## src/verilog/icss_consts.svh

```systemverilog
// Constants of the internal clock select block.
// Notes on behaviour
// - Any reset loads frequency select with 0111, giving 500 kHz.
// - High, mid and low frequency oscillators feed a postscaler multiplexer steered by frequency select.
// - Selectable rates run from 32 MHz down to 31 kHz, listed frequencies only.
// - Duplicate codes exist; same-source changes finish faster than cross-source changes.
// - 32 MHz needs the oscillator configuration select at 100 (internal source).
// - 32 MHz also needs system clock select at 00.
// - 32 MHz also needs frequency select 1110, the 8 MHz PLL input.
// - PLL runs when the software or the configuration PLL enable is set.
// - With the configuration PLL enable set, software cannot turn the PLL off.
// - System clock select 1x keeps the internal oscillator off the PLL.
// - After power-on or wake, execution starts at once on the internal clock.
// - Start-up timer counts 1024 external oscillator cycles before switching.
// - After timeout, wait for internal falling edge, then set startup status.
// - Crystal modes hold the clock low until an external falling edge, then switch.
// - Software reads startup status to learn whether the clock is external or internal.
`ifndef ICSS_CONSTS_SVH
`define ICSS_CONSTS_SVH

// Control word layout and reset value.
`define ICSS_IFS_RESET          4'h7
`define ICSS_SCS_RESET          2'h0
`define ICSS_SCS_FOLLOW_CONFIG  2'h0
`define ICSS_SPLL_RESET         1'b0

// Oscillator configuration select codes.
`define ICSS_FOSC_LP            3'h0
`define ICSS_FOSC_XT            3'h1
`define ICSS_FOSC_HS            3'h2
`define ICSS_FOSC_INTERNAL      3'h4

// Frequency select code that feeds the PLL.
`define ICSS_IFS_PLL_INPUT      4'hE

// Output frequencies in hertz.
`define ICSS_HZ_32M             26'd32000000
`define ICSS_HZ_16M             26'd16000000
`define ICSS_HZ_500K            26'd500000
`define ICSS_HZ_31K             26'd31000

// Start-up timer length in external oscillator cycles.
`define ICSS_OST_CYCLES         11'd1024

// Core clock rate and source change settle time.
`define ICSS_CLK_MHZ            10
`define ICSS_SRC_SETTLE_NS      2000

`endif

```

## src/verilog/icss_pkg.sv

```systemverilog
// Types shared by the internal clock select block.
package icss_pkg;

    // Software control word.
    typedef struct packed {
        logic       software_pll_enable;
        logic [3:0] internal_freq_select;
        logic [1:0] system_clock_select;
    } icss_ctrl_t;

    // Internal oscillator that feeds the postscaler.
    typedef enum logic [1:0] {
        ICSS_SRC_LF = 2'h0,
        ICSS_SRC_MF = 2'h1,
        ICSS_SRC_HF = 2'h2
    } icss_src_t;

    // Decoded frequency selection: source and postscaler power of two.
    typedef struct packed {
        icss_src_t  src;
        logic [3:0] div;
    } icss_sel_t;

    // Two-speed start-up states, Gray coded along the usual path.
    typedef enum logic [2:0] {
        ICSS_ST_INTERNAL = 3'h0,
        ICSS_ST_COUNT    = 3'h1,
        ICSS_ST_WAIT_INT = 3'h3,
        ICSS_ST_HOLD     = 3'h2,
        ICSS_ST_EXTERNAL = 3'h6
    } icss_state_t;

endpackage

```

## src/verilog/icss_startup.sv

```systemverilog
// Two-speed start-up sequencer with the oscillator start-up timer.
`timescale 1ns/10ps
`default_nettype none
`include "icss_consts.svh"

module icss_startup (
    input  wire logic core_clk,
    input  wire logic rst,
    input  wire logic restart_evt,
    input  wire logic ext_wanted,
    input  wire logic ext_crystal,
    input  wire logic int_fall,
    input  wire logic ext_fall,
    output logic      use_ext,
    output logic      hold_low,
    output logic      status
);

    icss_pkg::icss_state_t state_r;
    icss_pkg::icss_state_t state_nxt;
    logic [10:0]           ost_cnt_r;

    // Next state of the start-up sequence.
    always_comb begin
        state_nxt = state_r;
        case (state_r)
            icss_pkg::ICSS_ST_INTERNAL: begin
                if (ext_wanted) begin
                    state_nxt = icss_pkg::ICSS_ST_COUNT;
                end
            end
            icss_pkg::ICSS_ST_COUNT: begin
                if (ext_fall && ost_cnt_r == `ICSS_OST_CYCLES - 11'd1) begin
                    state_nxt = icss_pkg::ICSS_ST_WAIT_INT;
                end
            end
            icss_pkg::ICSS_ST_WAIT_INT: begin
                if (int_fall) begin
                    state_nxt = ext_crystal ? icss_pkg::ICSS_ST_HOLD : icss_pkg::ICSS_ST_EXTERNAL;
                end
            end
            icss_pkg::ICSS_ST_HOLD: begin
                if (ext_fall) begin
                    state_nxt = icss_pkg::ICSS_ST_EXTERNAL;
                end
            end
            icss_pkg::ICSS_ST_EXTERNAL: begin
                state_nxt = icss_pkg::ICSS_ST_EXTERNAL;
            end
            default: begin
                state_nxt = icss_pkg::ICSS_ST_INTERNAL;
            end
        endcase
        if (!ext_wanted) begin
            state_nxt = icss_pkg::ICSS_ST_INTERNAL;
        end else if (restart_evt) begin
            state_nxt = icss_pkg::ICSS_ST_COUNT;
        end
    end

    // State register; reset falls back to the internal clock.
    always_ff @(posedge core_clk) begin
        if (rst) begin
            state_r <= icss_pkg::ICSS_ST_INTERNAL;
        end else begin
            state_r <= state_nxt;
        end
    end

    // Start-up timer counts external falling edges.
    always_ff @(posedge core_clk) begin
        if (rst || state_r != icss_pkg::ICSS_ST_COUNT || restart_evt) begin
            ost_cnt_r <= 11'd0;
        end else if (ext_fall) begin
            ost_cnt_r <= ost_cnt_r + 11'd1;
        end
    end

    // Status is set from the internal falling edge onward.
    assign status   = (state_r == icss_pkg::ICSS_ST_HOLD) || (state_r == icss_pkg::ICSS_ST_EXTERNAL);
    assign hold_low = (state_r == icss_pkg::ICSS_ST_HOLD);
    assign use_ext  = (state_r == icss_pkg::ICSS_ST_EXTERNAL);

endmodule
`default_nettype wire

```

## src/verilog/icss_top.sv

```systemverilog
// Internal oscillator frequency select, PLL gating and two-speed start-up.
`timescale 1ns/10ps
`default_nettype none
`include "icss_consts.svh"

module icss_top (
    input  wire logic              core_clk,
    input  wire logic              rst,
    input  wire logic              ctrl_wr,
    input  wire icss_pkg::icss_ctrl_t ctrl_wdata,
    output icss_pkg::icss_ctrl_t   ctrl_rdata,
    input  wire logic [2:0]        config_fosc,
    input  wire logic              config_pll_enable,
    input  wire logic              restart_evt,
    input  wire logic              high_freq_internal_osc,
    input  wire logic              mid_freq_internal_osc,
    input  wire logic              low_freq_internal_osc,
    input  wire logic              ext_osc_in,
    input  wire logic              pll_clk_in,
    output logic                   sys_clk_out,
    output logic [25:0]            sys_freq_hz,
    output logic                   clk_source_ext,
    output logic                   pll_enable_out,
    output logic                   pll_active,
    output logic                   src_switching,
    output logic                   startup_timer_status
);

    // ************************************************************
    // Constants and helpers
    // ************************************************************

    // Settle time of a source change, rounded up to whole core cycles.
    localparam int SETTLE_INT = (`ICSS_SRC_SETTLE_NS * `ICSS_CLK_MHZ + 999) / 1000;
    localparam logic [7:0] SETTLE_CYCLES = SETTLE_INT[7:0];

    // Frequency select code to oscillator and postscaler power.
    function automatic icss_pkg::icss_sel_t decode_sel(input logic [3:0] code);
        icss_pkg::icss_sel_t s;
        s.src = icss_pkg::ICSS_SRC_LF;
        s.div = 4'h0;
        case (code)
            4'h0, 4'h1: begin
                s.src = icss_pkg::ICSS_SRC_LF;
                s.div = 4'h0;
            end
            4'h2: begin
                s.src = icss_pkg::ICSS_SRC_MF;
                s.div = 4'h4;
            end
            4'h3: begin
                s.src = icss_pkg::ICSS_SRC_HF;
                s.div = 4'h9;
            end
            4'h4, 4'h5, 4'h6, 4'h7: begin
                s.src = icss_pkg::ICSS_SRC_MF;
                s.div = 4'h7 - code;
            end
            4'h8, 4'h9, 4'hA: begin
                s.src = icss_pkg::ICSS_SRC_MF;
                s.div = 4'hA - code;
            end
            4'hB, 4'hC, 4'hD, 4'hE, 4'hF: begin
                s.src = icss_pkg::ICSS_SRC_HF;
                s.div = 4'hF - code;
            end
            default: begin
                s.src = icss_pkg::ICSS_SRC_LF;
                s.div = 4'h0;
            end
        endcase
        return s;
    endfunction

    // Nominal output frequency of a decoded selection.
    function automatic logic [25:0] sel_hz(input icss_pkg::icss_sel_t s);
        logic [25:0] base;
        base = `ICSS_HZ_31K;
        case (s.src)
            icss_pkg::ICSS_SRC_HF: begin
                base = `ICSS_HZ_16M;
            end
            icss_pkg::ICSS_SRC_MF: begin
                base = `ICSS_HZ_500K;
            end
            default: begin
                base = `ICSS_HZ_31K;
            end
        endcase
        return base >> s.div;
    endfunction

    // Postscaled level: the source itself or one counter bit.
    function automatic logic post_level(input logic [8:0] cnt, input logic [3:0] div, input logic lvl);
        logic r;
        r = lvl;
        if (div != 4'h0) begin
            r = cnt[div - 4'h1];
        end
        return r;
    endfunction

    // ************************************************************
    // Input synchronisers
    // ************************************************************

    logic [4:0] osc_meta_r;
    logic [4:0] osc_sync_r;
    logic [4:0] osc_prev_r;

    // Every oscillator level passes two flip-flops before use.
    always_ff @(posedge core_clk) begin
        if (rst) begin
            osc_meta_r <= 5'h00;
            osc_sync_r <= 5'h00;
        end else begin
            osc_meta_r <= {pll_clk_in, ext_osc_in, low_freq_internal_osc, mid_freq_internal_osc,
                           high_freq_internal_osc};
            osc_sync_r <= osc_meta_r;
        end
    end

    // Previous synchronised levels for edge detection.
    always_ff @(posedge core_clk) begin
        if (rst) begin
            osc_prev_r <= 5'h00;
        end else begin
            osc_prev_r <= osc_sync_r;
        end
    end

    logic ext_fall;
    logic pll_lvl;
    assign ext_fall = osc_prev_r[3] & ~osc_sync_r[3];
    assign pll_lvl  = osc_sync_r[4];

    // ************************************************************
    // Control word
    // ************************************************************

    icss_pkg::icss_ctrl_t ctrl_r;

    // Control word; reset restores the 500 kHz selection.
    always_ff @(posedge core_clk) begin
        if (rst) begin
            ctrl_r.internal_freq_select <= `ICSS_IFS_RESET;
            ctrl_r.system_clock_select  <= `ICSS_SCS_RESET;
            ctrl_r.software_pll_enable  <= `ICSS_SPLL_RESET;
        end else if (ctrl_wr) begin
            ctrl_r <= ctrl_wdata;
        end
    end

    assign ctrl_rdata = ctrl_r;

    // ************************************************************
    // PLL gating and source choice
    // ************************************************************

    logic pll_en;
    logic pll_use;
    logic fosc_internal;
    logic ext_wanted;
    logic ext_crystal;

    // The configuration enable overrides the software bit.
    assign pll_en = config_pll_enable | ctrl_r.software_pll_enable;

    assign fosc_internal = (config_fosc == `ICSS_FOSC_INTERNAL);

    // PLL path needs internal config, follow-config select and the 8 MHz code.
    assign pll_use = pll_en && fosc_internal
                     && ctrl_r.system_clock_select == `ICSS_SCS_FOLLOW_CONFIG
                     && ctrl_r.internal_freq_select == `ICSS_IFS_PLL_INPUT;

    // External source only while select bit 1 is clear (00 or 01) and the configuration is not internal.
    assign ext_wanted  = !ctrl_r.system_clock_select[1] && !fosc_internal;
    assign ext_crystal = (config_fosc == `ICSS_FOSC_LP) || (config_fosc == `ICSS_FOSC_XT)
                         || (config_fosc == `ICSS_FOSC_HS);

    // ************************************************************
    // Source switching and postscaler
    // ************************************************************

    icss_pkg::icss_sel_t sel_req;
    icss_pkg::icss_src_t cur_src_r;
    logic [3:0]          cur_div_r;
    logic [7:0]          settle_r;
    logic [8:0]          ps_cnt_r;
    logic                src_lvl;
    logic                src_prev;
    logic                int_clk_r;
    logic                int_clk_prev_r;
    logic                int_fall;

    assign sel_req = decode_sel(ctrl_r.internal_freq_select);

    // A new divider on the same source applies at once; a new source waits out the settle time.
    always_ff @(posedge core_clk) begin
        if (rst) begin
            cur_src_r <= icss_pkg::ICSS_SRC_MF;
            cur_div_r <= 4'h0;
            settle_r  <= 8'h00;
        end else if (sel_req.src == cur_src_r) begin
            cur_div_r <= sel_req.div;
            settle_r  <= 8'h00;
        end else if (settle_r == SETTLE_CYCLES - 8'h01) begin
            cur_src_r <= sel_req.src;
            cur_div_r <= sel_req.div;
            settle_r  <= 8'h00;
        end else begin
            settle_r <= settle_r + 8'h01;
        end
    end

    // Level of the oscillator feeding the postscaler.
    always_comb begin
        case (cur_src_r)
            icss_pkg::ICSS_SRC_HF: begin
                src_lvl  = osc_sync_r[0];
                src_prev = osc_prev_r[0];
            end
            icss_pkg::ICSS_SRC_MF: begin
                src_lvl  = osc_sync_r[1];
                src_prev = osc_prev_r[1];
            end
            default: begin
                src_lvl  = osc_sync_r[2];
                src_prev = osc_prev_r[2];
            end
        endcase
    end

    // Postscaler counts rising source edges; a source change restarts it.
    always_ff @(posedge core_clk) begin
        if (rst || sel_req.src != cur_src_r) begin
            ps_cnt_r <= 9'h000;
        end else if (src_lvl && !src_prev) begin
            ps_cnt_r <= ps_cnt_r + 9'h001;
        end
    end

    // Internal clock level, held low while a source change settles.
    always_ff @(posedge core_clk) begin
        if (rst || sel_req.src != cur_src_r) begin
            int_clk_r <= 1'b0;
        end else begin
            int_clk_r <= post_level(ps_cnt_r, cur_div_r, src_lvl);
        end
    end

    // Previous internal clock level for its falling edge.
    always_ff @(posedge core_clk) begin
        if (rst) begin
            int_clk_prev_r <= 1'b0;
        end else begin
            int_clk_prev_r <= int_clk_r;
        end
    end

    assign int_fall = int_clk_prev_r & ~int_clk_r;

    // ************************************************************
    // Two-speed start-up
    // ************************************************************

    logic use_ext;
    logic hold_low;
    logic status;

    icss_startup u_startup (
        .core_clk    (core_clk),
        .rst         (rst),
        .restart_evt (restart_evt),
        .ext_wanted  (ext_wanted),
        .ext_crystal (ext_crystal),
        .int_fall    (int_fall),
        .ext_fall    (ext_fall),
        .use_ext     (use_ext),
        .hold_low    (hold_low),
        .status      (status)
    );

    // ************************************************************
    // System clock and status outputs
    // ************************************************************

    logic        sys_clk_r;
    logic [25:0] freq_r;
    logic        ext_r;
    logic        pll_act_r;
    logic        pll_en_r;
    logic        switching_r;
    logic        status_r;

    // System clock runs internally until the start-up sequence hands over.
    always_ff @(posedge core_clk) begin
        if (rst || hold_low) begin
            sys_clk_r <= 1'b0;
        end else if (use_ext) begin
            sys_clk_r <= osc_sync_r[3];
        end else if (pll_use) begin
            sys_clk_r <= pll_lvl;
        end else begin
            sys_clk_r <= int_clk_r;
        end
    end

    // Reported frequency; zero on the external clock, whose rate is unknown here.
    always_ff @(posedge core_clk) begin
        if (rst) begin
            freq_r <= `ICSS_HZ_500K;
        end else if (use_ext) begin
            freq_r <= 26'd0;
        end else if (pll_use) begin
            freq_r <= `ICSS_HZ_32M;
        end else begin
            freq_r <= sel_hz(sel_req);
        end
    end

    // Registered status flags.
    always_ff @(posedge core_clk) begin
        if (rst) begin
            ext_r       <= 1'b0;
            pll_act_r   <= 1'b0;
            pll_en_r    <= 1'b0;
            switching_r <= 1'b0;
            status_r    <= 1'b0;
        end else begin
            ext_r       <= use_ext;
            pll_act_r   <= pll_use;
            pll_en_r    <= pll_en;
            switching_r <= (sel_req.src != cur_src_r);
            status_r    <= status;
        end
    end

    assign sys_clk_out          = sys_clk_r;
    assign sys_freq_hz          = freq_r;
    assign clk_source_ext       = ext_r;
    assign pll_enable_out       = pll_en_r;
    assign pll_active           = pll_act_r;
    assign src_switching        = switching_r;
    assign startup_timer_status = status_r;

endmodule
`default_nettype wire

```

## config.mk

```make
export PLATFORM = sky130hd
export DESIGN_NAME = icss_top
export DESIGN_NICKNAME = d
export VERILOG_FILES = /design/src/verilog/icss_pkg.sv /design/src/verilog/icss_startup.sv /design/src/verilog/icss_top.sv
export VERILOG_INCLUDE_DIRS = /design/src /design/src/verilog
export SDC_FILE = /design/constraint.sdc
export NUM_CORES = 1
export LEC_CHECK = 0
export ABC_AREA = 1
export BUFFER_PORTS_ARGS = -buffer_cell sky130_fd_sc_hd__buf_2
export CELL_PAD_IN_SITES_DETAIL_PLACEMENT = 1
export CELL_PAD_IN_SITES_GLOBAL_PLACEMENT = 1
export CORE_UTILIZATION = 38
export DETAILED_ROUTE_END_ITERATION = 8
export GPL_ROUTABILITY_DRIVEN = 1
export PLACE_DENSITY = 0.87
export SLEW_MARGIN = 40
export SYNTH_ARGS = -nofsm -noshare
export SYNTH_HDL_FRONTEND = slang
export SYNTH_SLANG_ARGS = --single-unit
```

## constraint.sdc

```tcl
create_clock -name core_clk -period 2.4 [get_ports core_clk]
set_input_delay 0.12 -clock core_clk [delete_from_list [all_inputs] [get_ports core_clk]]
set_output_delay 0.12 -clock core_clk [all_outputs]
set_load 0.01 [all_outputs]
```

# ---- Word-level counts from Yosys, hierarchy flattened
# Cells that the tools add are included.
dict set report totals {
  regBits 92
  wordCells 133
  inputBits 20
}
dict set report op_classes {
  bitwise_logic 7
  n_eq_ne 37
  order_cmp 1
  mux 22
  n_reduce_logical 34
  add_sub_neg 7
  shift 1
}
# cell count
set op_table {}
lappend op_table {{26-bit two-way mux} 3}
lappend op_table {{24-bit case mux with 2 select lines} 1}
lappend op_table {{6-bit case mux with 6 select lines} 1}
lappend op_table {{4-bit equality test (second input constant)} 8}
lappend op_table {{26-bit by 4-bit right shift with 26-bit output} 1}
lappend op_table {{25-bit two-way mux} 1}
lappend op_table {{19-bit two-way mux} 1}
lappend op_table {{4-bit by 3-bit equality test with 1-bit output (second input constant)} 4}
lappend op_table {{3-bit case mux with 5 select lines} 1}
lappend op_table {{3-bit two-way mux} 4}
lappend op_table {{3-bit OR reduction} 4}
lappend op_table {{11-bit by 1-bit adder with 11-bit output (second input constant)} 1}
lappend op_table {{11-bit by 10-bit equality test with 1-bit output (second input constant)} 1}
lappend op_table {{9-bit by 1-bit adder with 9-bit output (second input constant)} 1}
lappend op_table {{3-bit by 2-bit equality test with 1-bit output (second input constant)} 3}
lappend op_table {{8-bit by 1-bit adder with 8-bit output (second input constant)} 1}
lappend op_table {{4-bit by 2-bit equality test with 1-bit output (second input constant)} 2}
lappend op_table {{8-bit by 5-bit equality test with 1-bit output (second input constant)} 1}
lappend op_table {{4-bit two-way mux} 2}
lappend op_table {{4-bit subtractor (first input constant)} 2}
lappend op_table {{1-bit logical OR} 7}
lappend op_table {{3-bit by 1-bit equality test with 1-bit output (second input constant)} 2}
lappend op_table {{3-bit equality test (second input constant)} 2}
lappend op_table {{1-bit logical AND} 6}
lappend op_table {{30 further kinds} 49}

# ---- Depth between registers and ports, before layout
# Gate-level depths: netlist of the first run.
dict set report logic_depth {
  word_depth 11
  depth_mapped 15
  ltp_nobuf 15
}

# ---- Cells and area by module
# Synthesis of the first run repeated with hierarchy kept, for this count alone.
dict set report hier_totals {
  hier_cells 618
  hier_area_um2 4471.8
}
# mod seq_area_each_um2 area_per_inst_um2 instances cells_per_inst
set by_module_without_submodules {}
lappend by_module_without_submodules {icss_top 1541.5 3731.1 1 517}
lappend by_module_without_submodules {icss_startup 280.3 740.7 1 101}

# ---- Worst setup path after synthesis of the first run
# Ideal clock, no wire load.
dict set report synth_path {
  kind {reg-to-reg}
  startpoint {register ctrl_r, in the netlist ctrl_rdata[2]}
  endpoint {register freq_r[10] (netlist: sys_freq_hz[10])}
  arrival_time_ns 2.323
  setup_time_ns 0.058
  path_stages_with_launch 15
  synth_period_minus_slack_ns 2.381
  required_time_ns 2.342
  path_slack_ns 0.019
  path_cell_list {dfxtp_1 > inv_1 > ha_1 > nand3b_1 > nand3_1 > nand3_2 > inv_1 > ha_1 > inv_1 > nand3_1 > nand2_1 > nand2_1 > o21ai_1 > nand2_1 > nand2_1}
}
# element line
set synth_lines {}
lappend synth_lines {{start: declaration} icss_top.sv:141} ;# icss_pkg::icss_ctrl_t ctrl_r;
lappend synth_lines {{start signal: assignment} icss_top.sv:150} ;# ctrl_r <= ctrl_wdata;
lappend synth_lines {{end signal: assignment} icss_top.sv:312} ;# freq_r <= `ICSS_HZ_500K;
lappend synth_lines {{end signal: assignment} icss_top.sv:316} ;# freq_r <= `ICSS_HZ_32M;
lappend synth_lines {{end signal: assignment} icss_top.sv:318} ;# freq_r <= sel_hz(sel_req);
lappend synth_lines {{end: declaration} icss_top.sv:289} ;# logic [25:0] freq_r;

==> results of run 1 <==
==> critical path: stages (launching register included) <==
cell and delay [ns]:
dfxtp_2 0.33, buf_4 0.15, ha_1 0.20, inv_2 0.08
nand3_1 0.11, a21oi_2 0.18, nand2_2 0.07, ha_1 0.32
inv_2 0.12, nand3_4 0.12, nand2_2 0.11, nand2_1 0.09
o21ai_2 0.15, nand2_1 0.07, nand2_1 0.07
==> through the flow <==
step                hold WS (ns)  util (%)
floorplan                  0.227         -
global placement           0.337      43.2
detailed placement         0.339      43.2
CTS                     0.000303      46.9
global route           -0.000306      47.3
finish                   0.00521      47.3
==> layer usage <==
layer	wire, µm	up-vias	global-route usage (%)	part of all wire (%)
li1	-	2118	-	-
met1	5230	2060	24.5	41
met2	6590	93	40.0	52
met3	445	29	4.47	3.5
met4	412	0	10.2	3.2
met5	0	-	0	0
==> power breakdown <==
group          switching, µW  internal, µW
logic                    541           304
clock network            616           948
registers               51.2          1610
total                   1210          2860
==> flip-flops by register name, summed over array words and instances (netlist names), 2 cells and up, named ones only <==
signal / flops
osc_sync_r: 5
u_startup.state_r: 2
osc_prev_r: 4
cur_src_r: 2
sys_freq_hz: 25
osc_meta_r: 5
u_startup.ost_cnt_r: 11
ps_cnt_r: 9
settle_r: 8
ctrl_rdata: 7
cur_div_r: 4
==> area by class of cell <==
class | count | share of cell area, %
Multi-Input combinational cell | 420 | 42.5
Sequential cell | 91 | 33.8
Timing Repair Buffer | 79 | 8.62
Inverter | 82 | 5.70
Clock buffer | 11 | 4.50
Tap cell | 143 | 3.31
Clock inverter | 5 | 1.58
==> synthesized netlist by cell type, types with 2 or more instances <==
cell        n  area [µm²]
nor2_1     72         270
nor3_1     13        65.1
o211ai_1    5        37.5
a21oi_2     2        17.5
a21oi_1    36         180
nand3_2     5        50.1
nand3_1    82         410
nor3b_2     3        37.5
o21ai_1     4        20.0
xor2_2      2        32.5
buf_4       2        15.0
nand2_1   103         387
xor2_1      5        43.8
nor2_4      3        33.8
o22ai_1     2        12.5
xnor2_1     3        26.3
inv_1      76         285
buf_6       3        33.8
nand4_1     4        25.0
nor3_2      2        20.0
o21ai_0    29         145
nand2_4     3        33.8
nor3b_1     3        22.5
nor4_1      2        12.5
a22oi_1     2        15.0
dfxtp_1    91        1820
clkbuf_1    9        33.8
buf_2       3        15.0
nand2_2     9        56.3
ha_1       15         188
inv_2       6        22.5
==> what timing repair did <==
| item | CTS | global route |
|---|---|---|
| hold buffers | 6 | 0 |
| pin swaps | 0 | 1 |
| buffers inserted | 0 | 1 |
| endpoints found under the hold margin | 6 | 0 |
| resized for setup | 10 | 15 |
| endpoints found under the setup margin | 19 | 22 |
==> kinds of logic after synthesis <==
group	after synthesis
flip-flops	91
XOR/XNOR	10
multiplexers	1
other	1
buffers and inverters	99
AND/OR/NAND/NOR	310
adder cells (fa/ha/maj)	15
AO/OA/AOI/OAI	83
==> worst max-delay path by stage <==
| stage | startpoint | to | slack, ns | cells after the start |
|---|---|---|---|---|
| after global routing | ctrl_rdata[2] | sys_freq_hz[10] | 0.008 | 14 |
| after detailed placement | ctrl_rdata[3] | sys_freq_hz[10] | -0.22 | 15 |
| after global placement | ctrl_rdata[3] | sys_freq_hz[18] | 0.05 | 14 |
| final | ctrl_rdata[2] | sys_freq_hz[10] | 0.17 | 14 |
| after floorplan | ctrl_rdata[2] | sys_freq_hz[10] | 0.02 | 14 |
| after CTS | ctrl_rdata[3] | sys_freq_hz[14] | 0.005 | 14 |
==> cells in the final DEF, fill, tap and decap left out, drive strengths merged, types with 4 or more instances in the layout <==
cell / netlist / final
o211ai: 5 / 5
nand4: 4 / 4
a21oi: 38 / 38
o21ai: 33 / 33
nor2: 76 / 76
nand2: 115 / 115
xor2: 7 / 7
buf: 8 / 73
inv: 82 / 83
clkbuf: 9 / 11
nor3: 15 / 15
nor3b: 6 / 6
dfxtp: 91 / 91
ha: 15 / 15
dlygate4sd3: 0 / 6
nand3: 88 / 88
==> impl_metrics.yaml, run 1 <==
outcome:
  outcome: "finished clean"
critical_path:
  crit_path_end_kind: "flip-flop"
  critical_path.reg2reg.startpoint: "ctrl_rdata[2]"
  worst_ep_required_time_ns: 2.69
  critPathLaunchType: "flip-flop"
  worst_setup_path_type: "flip-flop to flip-flop"
  crit_arrival_ns: 2.52
  crit-reg2reg-capture: "sys_freq_hz[10]"
  worstRegToRegCells: 14
  crit_path_max_fanout: 5
  rrSetupSlack_ns: 0.17
synth:
  synthFlopType: "dfxtp_1"
  yosys_register_bits: 91
  syn-num-nets: 645
  yosysUniqueCellTypes: 42
  synth_sequential_area_ratio_pct: 40.9
  synth_area_um2: 4460
  synth-compound-area-share_pct: 10.2
  synth_top_family_by_area: "simple AND/OR/NAND/NOR gates"
  yosysWarnings: 0
  yosys.area_share.adder_pct: 4.21
  synthesis.area_per_instance_um2: 7.31
  muxShareOfSynthArea_pct: 0.225
  synth_cells: 610
  synth-async-reset-ratio_pct: 0
  synth_xor_area_share_pct: 2.30
  synth-edff-count: 0
  yosys.area_share.simple_pct: 33.1
grt:
  via_count_of_the_first_global_routing_pass: 4474
  gr-total-overflow: 0
  antenna_found_initial: 0
  grt_use_total_pct: 22.0
  grt_pass1_wl_um: 20700
  grt_max_degree: 26
clock_tree:
  tritoncts: "done"
  cts.root.buffer_cell: "clkbuf_16"
  clk_pin_slew_worst_paths_ns: 0.07
  cts.htree.levels: 3
  cts.sink_count: 91
  clock_insertion_delay_worst_skew_ns: 0.34
  cts_buffers: 9
  clock_tree.buffer_depth: 2
flow_run:
  max-cap-violations: 0
timing:
  unrepaired_setup_endpoints_after_global_routing: "false"
  period_share_pct: 92.9
  slew-limit-headroom_pct: 51.9
  timing.final.max_slew_violations: 0
  hold_viol_final: 0
  final_critical_path_setup_slack_ns: 0.170
  skew_ns: 0.00825
  worst_slew_pin_slew_ns: 0.703
  fin_setup_tns_ns: 0
  achievable-frequency_mhz: 448
  finalSetupViolations: 0
  fin_crit_ns: 2.23
placed_design:
  number_of_port_buffers: 57
  dp_cells: 808
  dpl-instance-area_um2: 4940
  dp.final_hpwl_um: 9090
  dp_slack_ns: -0.216
  gp_congestion: 0.892
detailed_routing:
  drt-wirelength-per-cell_um: 15.3
  antenna_left: 0
  viasPerCell: 5.17
  initialDrtViolationCount: 129
  totalWireLength_um: 12700
  drtPass1Iterations: 4
  detail_route.drc_violations: 0
  dr_total_vias: 4300
worst_hold_path:
  timing.hold.worst_endpoint: "osc_meta_r[4]"
  holdPathStages: 3
  min_from: "pll_clk_in"
  worst_hold_path_type: "input pin to flip-flop"
power:
  power_uw: 4070
  power-per-cell-area_nw_per_um2: 753
  irDropWorstVdd_mv: 0.314
  p_leak_uw: 0.00243
floorplanning:
  core-area_um2: 11400
  num_io_pins: 59
  die_width_um: 110
  start_util_pct: 39.0
  dieHeight_um: 110
  fp-row-count: 39
  fp.dieArea_um2: 12200
finish:
  synthToLayoutAreaGrowth_pct: 21.1
  layout.nets: 718
  multi_input_area_um2: 2290
  regArea_um2: 1830
  post_layout_nonfiller_instances: 831
  antenna_cells_inserted: 0
  fill_cells: 1451
  share_of_cells_above_drive_strength_1_pct: 21.5
  finish.instance_area_um2: 5400
Power figures use the tool's default switching activity.
==> run 2, diff against run 1 <==
--- a/config.mk
+++ b/config.mk
@@ -11,9 +11,11 @@
 export CELL_PAD_IN_SITES_DETAIL_PLACEMENT = 1
 export CELL_PAD_IN_SITES_GLOBAL_PLACEMENT = 1
 export CORE_UTILIZATION = 38
+export CTS_CLUSTER_DIAMETER = 40
 export DETAILED_ROUTE_END_ITERATION = 8
 export GPL_ROUTABILITY_DRIVEN = 1
 export PLACE_DENSITY = 0.87
+export SETUP_SLACK_MARGIN = 0.3
 export SLEW_MARGIN = 40
 export SYNTH_ARGS = -nofsm -noshare
 export SYNTH_HDL_FRONTEND = slang
==> run 2 against run 1 <==
  * Sequential power is essentially flat
  * Flip-flop and latch count is the same
  * First-iteration DRC count grew 44%
  * Largest cell class unchanged
  * Highest routed layer unchanged
==> impl_metrics.yaml, run 2 (same netlist as run 1, synthesis figures left out) <==
timing:
  timing.final.max_slew_violations: 0
  period_share_pct: 88.4
  skew_ns: 0.0114
  worst_slew_pin_slew_ns: 0.619
  achievable-frequency_mhz: 471
  unrepaired_setup_endpoints_after_global_routing: "true"
  slew-limit-headroom_pct: 57.6
  fin_setup_tns_ns: 0
  final_critical_path_setup_slack_ns: 0.279
  finalSetupViolations: 0
  hold_viol_final: 0
  fin_crit_ns: 2.12
critical_path:
  crit_path_end_kind: "flip-flop"
  critPathLaunchType: "flip-flop"
  crit_arrival_ns: 2.42
  crit_path_max_fanout: 6
  worst_setup_path_type: "flip-flop to flip-flop"
  worst_ep_required_time_ns: 2.70
finish:
  synthToLayoutAreaGrowth_pct: 26.8
  share_of_cells_above_drive_strength_1_pct: 26.4
  largest_reg_flops: 25
  fill_cells: 1445
  multi_input_area_um2: 2500
  regArea_um2: 1830
  mostFrequentLayoutCell: "nand2_1"
  mostFrequentLayoutCells: "91 x nand2_1, 88 x dfxtp_1, 70 x nand3_1"
  antenna_cells_inserted: 0
  layout.nets: 724
detailed_routing:
  antenna_left: 0
  initialDrtViolationCount: 186
  detail_route.drc_violations: 0
  viasPerCell: 5.17
  drtPass1Iterations: 4
  totalWireLength_um: 12800
  drt-wirelength-per-cell_um: 15.3
  dr_total_vias: 4328
power:
  irDropWorstVdd_mv: 0.510
  switching_power_as_a_share_of_total_power_pct: 32.3
  logic_pwr_share_pct: 24.3
  power.share.clock_pct: 34.2
  intPower_uw: 2700
  power-per-cell-area_nw_per_um2: 706
  switchingPower_uw: 1290
  p_leak_uw: 0.00249
  seqPwrFrac_pct: 41.5
floorplanning:
  core-area_um2: 11400
  fp.dieArea_um2: 12200
  fp-row-count: 39
  die_width_um: 110
  num_io_pins: 59
  dieHeight_um: 110
  start_util_pct: 39.0
grt:
  gr-total-overflow: 0
  antenna_found_initial: 0
  grt_max_degree: 21
  grt_pass1_wl_um: 20500
  grt_use_total_pct: 22.1
  via_count_of_the_first_global_routing_pass: 4318
outcome:
  outcome: "finished clean"
clock_tree:
  cts.sink_count: 91
  cts_buffers: 9
  tritoncts: "done"
  cts.htree.levels: 3
  clk_pin_slew_worst_paths_ns: 0.07
  cts.root.buffer_cell: "clkbuf_16"
  clock_tree.buffer_depth: 2
  clock_insertion_delay_worst_skew_ns: 0.36
placed_design:
  gp_congestion: 0.924
  dp.final_hpwl_um: 9140
  number_of_port_buffers: 57
  dp_slack_ns: 0.117
flow_run:
  max-cap-violations: 0
worst_hold_path:
  worst_hold_path_type: "input pin to flip-flop"
[run 2: path summary, 6_finish.rpt]
check / start / slack [ns] / cells past startpoint / endpoint
max: ctrl_rdata[2] / 0.28 / 14 / sys_freq_hz[4]
max reg2reg: ctrl_rdata[2] / 0.28 / 14 / sys_freq_hz[4]
min: restart_evt / 0.02 / 3 / u_startup.state_r[0]
min reg2reg: osc_meta_r[1] / 0.41 / 2 / osc_sync_r[1]
[run 2: layout make-up]
cell class / count / share of cell area [%]
inverter: 82 / 5.73
sequential: 91 / 32.4
tap: 143 / 3.17
timing repair buffer: 85 / 9.47
clock buffer: 10 / 4.23
clock inverter: 6 / 0.819
multi-input combinational: 420 / 44.2
[run 2: worst max-delay path: stages (launching register included)]
cell	delay, ns
dfxtp_4	0.40
inv_6	0.06
ha_1	0.20
inv_2	0.07
nand3_2	0.09
a21oi_4	0.19
nand2_4	0.09
inv_1	0.14
ha_4	0.17
inv_1	0.06
nand2_2	0.12
nand3_4	0.13
a21oi_1	0.19
nand2_1	0.08
nand2_1	0.06
[run 2: power by group through the flow]
stage          combinational [µW]  sequential, µW  clock [µW]
4_1_cts                       862            1660        1380
2_1_floorplan                 529            1710           0
5_1_grt                      1070            1670        1450
3_5_place_dp                  789            1690           0
3_3_place_gp                  762            1690           0
6_report                      969            1660        1360
[run 2: routing by layer]
layer | global-route usage [%] | up-vias | wire, µm
met3 | 4.64 | 32 | 423
li1 | - | 2132 | -
met1 | 23.9 | 2085 | 5180
met2 | 40.5 | 79 | 6760
met5 | 0 | - | 0
met4 | 10.5 | 0 | 418
[run 2: repair_timing]
item	CTS	global route
hold buffers	8	0
gates resized for setup	26	43
hold endpoints to repair	8	0
setup buffers	3	5
setup endpoints to repair	20	45
pin swaps	5	16
[run 2: metrics by stage]
step	total power [µW]	util, %	area, µm²	instances	hold WS [ns]
6_report	3990	49.5	5650	837	0.0170
5_1_grt	4190	49.5	5650	837	0.0345
4_1_cts	3900	47.5	5420	832	0.0162
3_5_place_dp	2480	43.3	4940	805	0.334
3_3_place_gp	2450	43.3	4940	805	0.333
2_1_floorplan	2240	-	4490	610	0.227
==> run 3, diff against run 2 <==
--- a/config.mk
+++ b/config.mk
@@ -7,7 +7,7 @@
 export NUM_CORES = 1
 export LEC_CHECK = 0
 export ABC_AREA = 1
-export BUFFER_PORTS_ARGS = -buffer_cell sky130_fd_sc_hd__buf_2
+export BUFFER_PORTS_ARGS = -buffer_cell sky130_fd_sc_hd__buf_4
 export CELL_PAD_IN_SITES_DETAIL_PLACEMENT = 1
 export CELL_PAD_IN_SITES_GLOBAL_PLACEMENT = 1
 export CORE_UTILIZATION = 38
==> run 3 against run 2 <==
  * Sequential share of layout area is 2.1 points lower
  * Setup slack worse by 0.19 ns
  * Design area grew 7.0%
  * Non-clock buffer count rose by 13
  * Flip-flop and latch count stayed put
  * Combinational power is 20% higher
  * Register-to-register slack got worse by 0.19 ns
  * Sequential power is essentially flat
  * First-iteration DRC count rose by 6.5%
  * Core utilization is 3.5 points higher
  * Clock power rose by 5%
  * Count of clock-buffer cells in the layout is 1 higher
  * Largest cell class unchanged
==> impl_metrics.yaml, run 3 (same netlist as run 1, synthesis figures left out) <==
power:
  power.share.clock_pct: 33.7
  power-per-cell-area_nw_per_um2: 704
  irDropWorstVdd_mv: 0.491
  switchingPower_uw: 1380
  intPower_uw: 2880
  power_uw: 4250
  switching_power_as_a_share_of_total_power_pct: 32.4
  p_leak_uw: 0.00265
  logic_pwr_share_pct: 27.2
  seqPwrFrac_pct: 39.2
placed_design:
  dp_slack_ns: 0.0381
  gp_congestion: 0.893
  dp.final_hpwl_um: 9510
  dp_cells: 805
  number_of_port_buffers: 57
timing:
  unrepaired_setup_endpoints_after_global_routing: "true"
  worst_slew_pin_slew_ns: 0.581
  hold_viol_final: 0
  finalSetupViolations: 0
  final_critical_path_setup_slack_ns: 0.0924
  period_share_pct: 96.1
  fin_crit_ns: 2.31
  timing.final.max_slew_violations: 0
  slew-limit-headroom_pct: 60.3
  skew_ns: 0.0117
  achievable-frequency_mhz: 433
floorplanning:
  die_width_um: 110
  fp-row-count: 39
  dieHeight_um: 110
  start_util_pct: 39.0
  core-area_um2: 11400
  fp.dieArea_um2: 12200
  num_io_pins: 59
grt:
  grt_pass1_wl_um: 21000
  antenna_found_initial: 0
  gr-total-overflow: 0
  via_count_of_the_first_global_routing_pass: 4468
  grt_use_total_pct: 22.6
  grt_max_degree: 27
finish:
  post_layout_nonfiller_instances: 851
  mostFrequentLayoutCells: "88 x dfxtp_1, 87 x buf_4, 85 x nand2_1"
  antenna_cells_inserted: 0
  synthToLayoutAreaGrowth_pct: 35.6
  fill_cells: 1395
  share_of_cells_above_drive_strength_1_pct: 30.5
  largest_reg_flops: 25
  postLayoutCoreUtil_pct: 53.0
  mostFrequentLayoutCell: "dfxtp_1"
  layout.nets: 738
critical_path:
  crit_arrival_ns: 2.61
  rrSetupSlack_ns: 0.09
  worst_ep_required_time_ns: 2.70
  worst_setup_path_type: "flip-flop to flip-flop"
  worst_path_largest_cell_delay_ns: 0.41
  critical_path.most_common_cell: "nand3_1"
  crit_path_end_kind: "flip-flop"
  critical_path.cell_chain: "inv_8 > ha_1 > nor2_1 > nand3_1 > nand2_2 > nand3_2 > inv_2 > ha_4 > inv_2 > nor2_2 > nand3_1 > nand3_1 > nand2_1 > nor2_1"
  slowest_cell_on_the_critical_path: "dfxtp_4"
  critical_path.n_buffers_inverters: 3
  critPathTopFamily: "simple AND/OR/NAND/NOR gates"
  crit_path_max_fanout: 6
  critPathLaunchType: "flip-flop"
detailed_routing:
  totalWireLength_um: 15300
  drtPass1Iterations: 4
  viasPerCell: 5.41
  antenna_left: 0
  drt-wirelength-per-cell_um: 18.0
  initialDrtViolationCount: 198
  dr_total_vias: 4605
  detail_route.drc_violations: 0
clock_tree:
  clock_insertion_delay_worst_skew_ns: 0.36
  cts.sink_count: 91
  tritoncts: "done"
  cts.htree.levels: 3
  cts.root.buffer_cell: "clkbuf_16"
  clk_pin_slew_worst_paths_ns: 0.07
  clock_tree.buffer_depth: 2
  cts_buffers: 9
worst_hold_path:
  worst_hold_path_type: "input pin to flip-flop"
flow_run:
  max-cap-violations: 0
outcome:
  outcome: "finished clean"
run 3: worst paths after layout:
kind	from	to	cells past startpoint
setup / recovery	ctrl_rdata[2]	sys_freq_hz[11]	14
hold / removal	ctrl_wdata[0]	ctrl_rdata[0]	3
setup reg to reg	ctrl_rdata[2]	sys_freq_hz[11]	14
hold reg to reg	osc_meta_r[2]	osc_sync_r[2]	2
run 3: power groups by stage:
| stage | clock [µW] | combinational (µW) | sequential [µW] |
|---|---|---|---|
| after floorplan | 0 | 529 | 1710 |
| after global placement | 0 | 803 | 1690 |
| after detailed placement | 0 | 838 | 1700 |
| after CTS | 1440 | 937 | 1660 |
| after global routing | 1520 | 1240 | 1680 |
| final | 1430 | 1160 | 1670 |
run 3: layout make-up:
| cell class | count | area (µm²) | area share, % |
|---|---|---|---|
| Multi-Input combinational cell | 421 | 2630 | 43.5 |
| Sequential cell | 91 | 1830 | 30.3 |
| Timing Repair Buffer | 98 | 776 | 12.8 |
| Inverter | 82 | 338 | 5.59 |
| Clock buffer | 11 | 233 | 3.85 |
| Tap cell | 143 | 179 | 2.96 |
| Clock inverter | 5 | 61.3 | 1.01 |
run 3: layer usage:
layer / up-vias / track usage [%] / wire length, µm
met5: - / 0 / 0
met4: 0 / 13.1 / 870
met3: 62 / 3.23 / 613
met2: 144 / 41.8 / 8060
met1: 2237 / 24.5 / 5760
li1: 2162 / - / -
run 3: per-stage QoR:
stage | instance area (µm²) | hold slack (ns) | TNS, ns
2_1_floorplan | 4490 | 0.227 | 0
3_3_place_gp | 5080 | 0.330 | 0
3_5_place_dp | 5080 | 0.330 | 0
4_1_cts | 5670 | 0.00708 | 0
5_1_grt | 6050 | 0.0253 | -0.0106
6_report | 6050 | 0.0152 | 0
run 3: worst reg2reg max path, stage by stage, from the launching register on:
cell and delay [ns]:
dfxtp_4 0.41, inv_8 0.06, ha_1 0.20, nor2_1 0.10, nand3_1 0.17, nand2_2 0.15, nand3_2 0.10, inv_2 0.11
ha_4 0.16, inv_2 0.07, nor2_2 0.18, nand3_1 0.18, nand3_1 0.15, nand2_1 0.08, nor2_1 0.12
run 3: timing repair:
item,in CTS,in global routing
hold buffers,8,0
cloned,0,2
resized for setup,33,74
endpoints found under the hold margin,8,0
pin swaps,13,20
setup endpoints to repair,30,45
buffers inserted,11,9
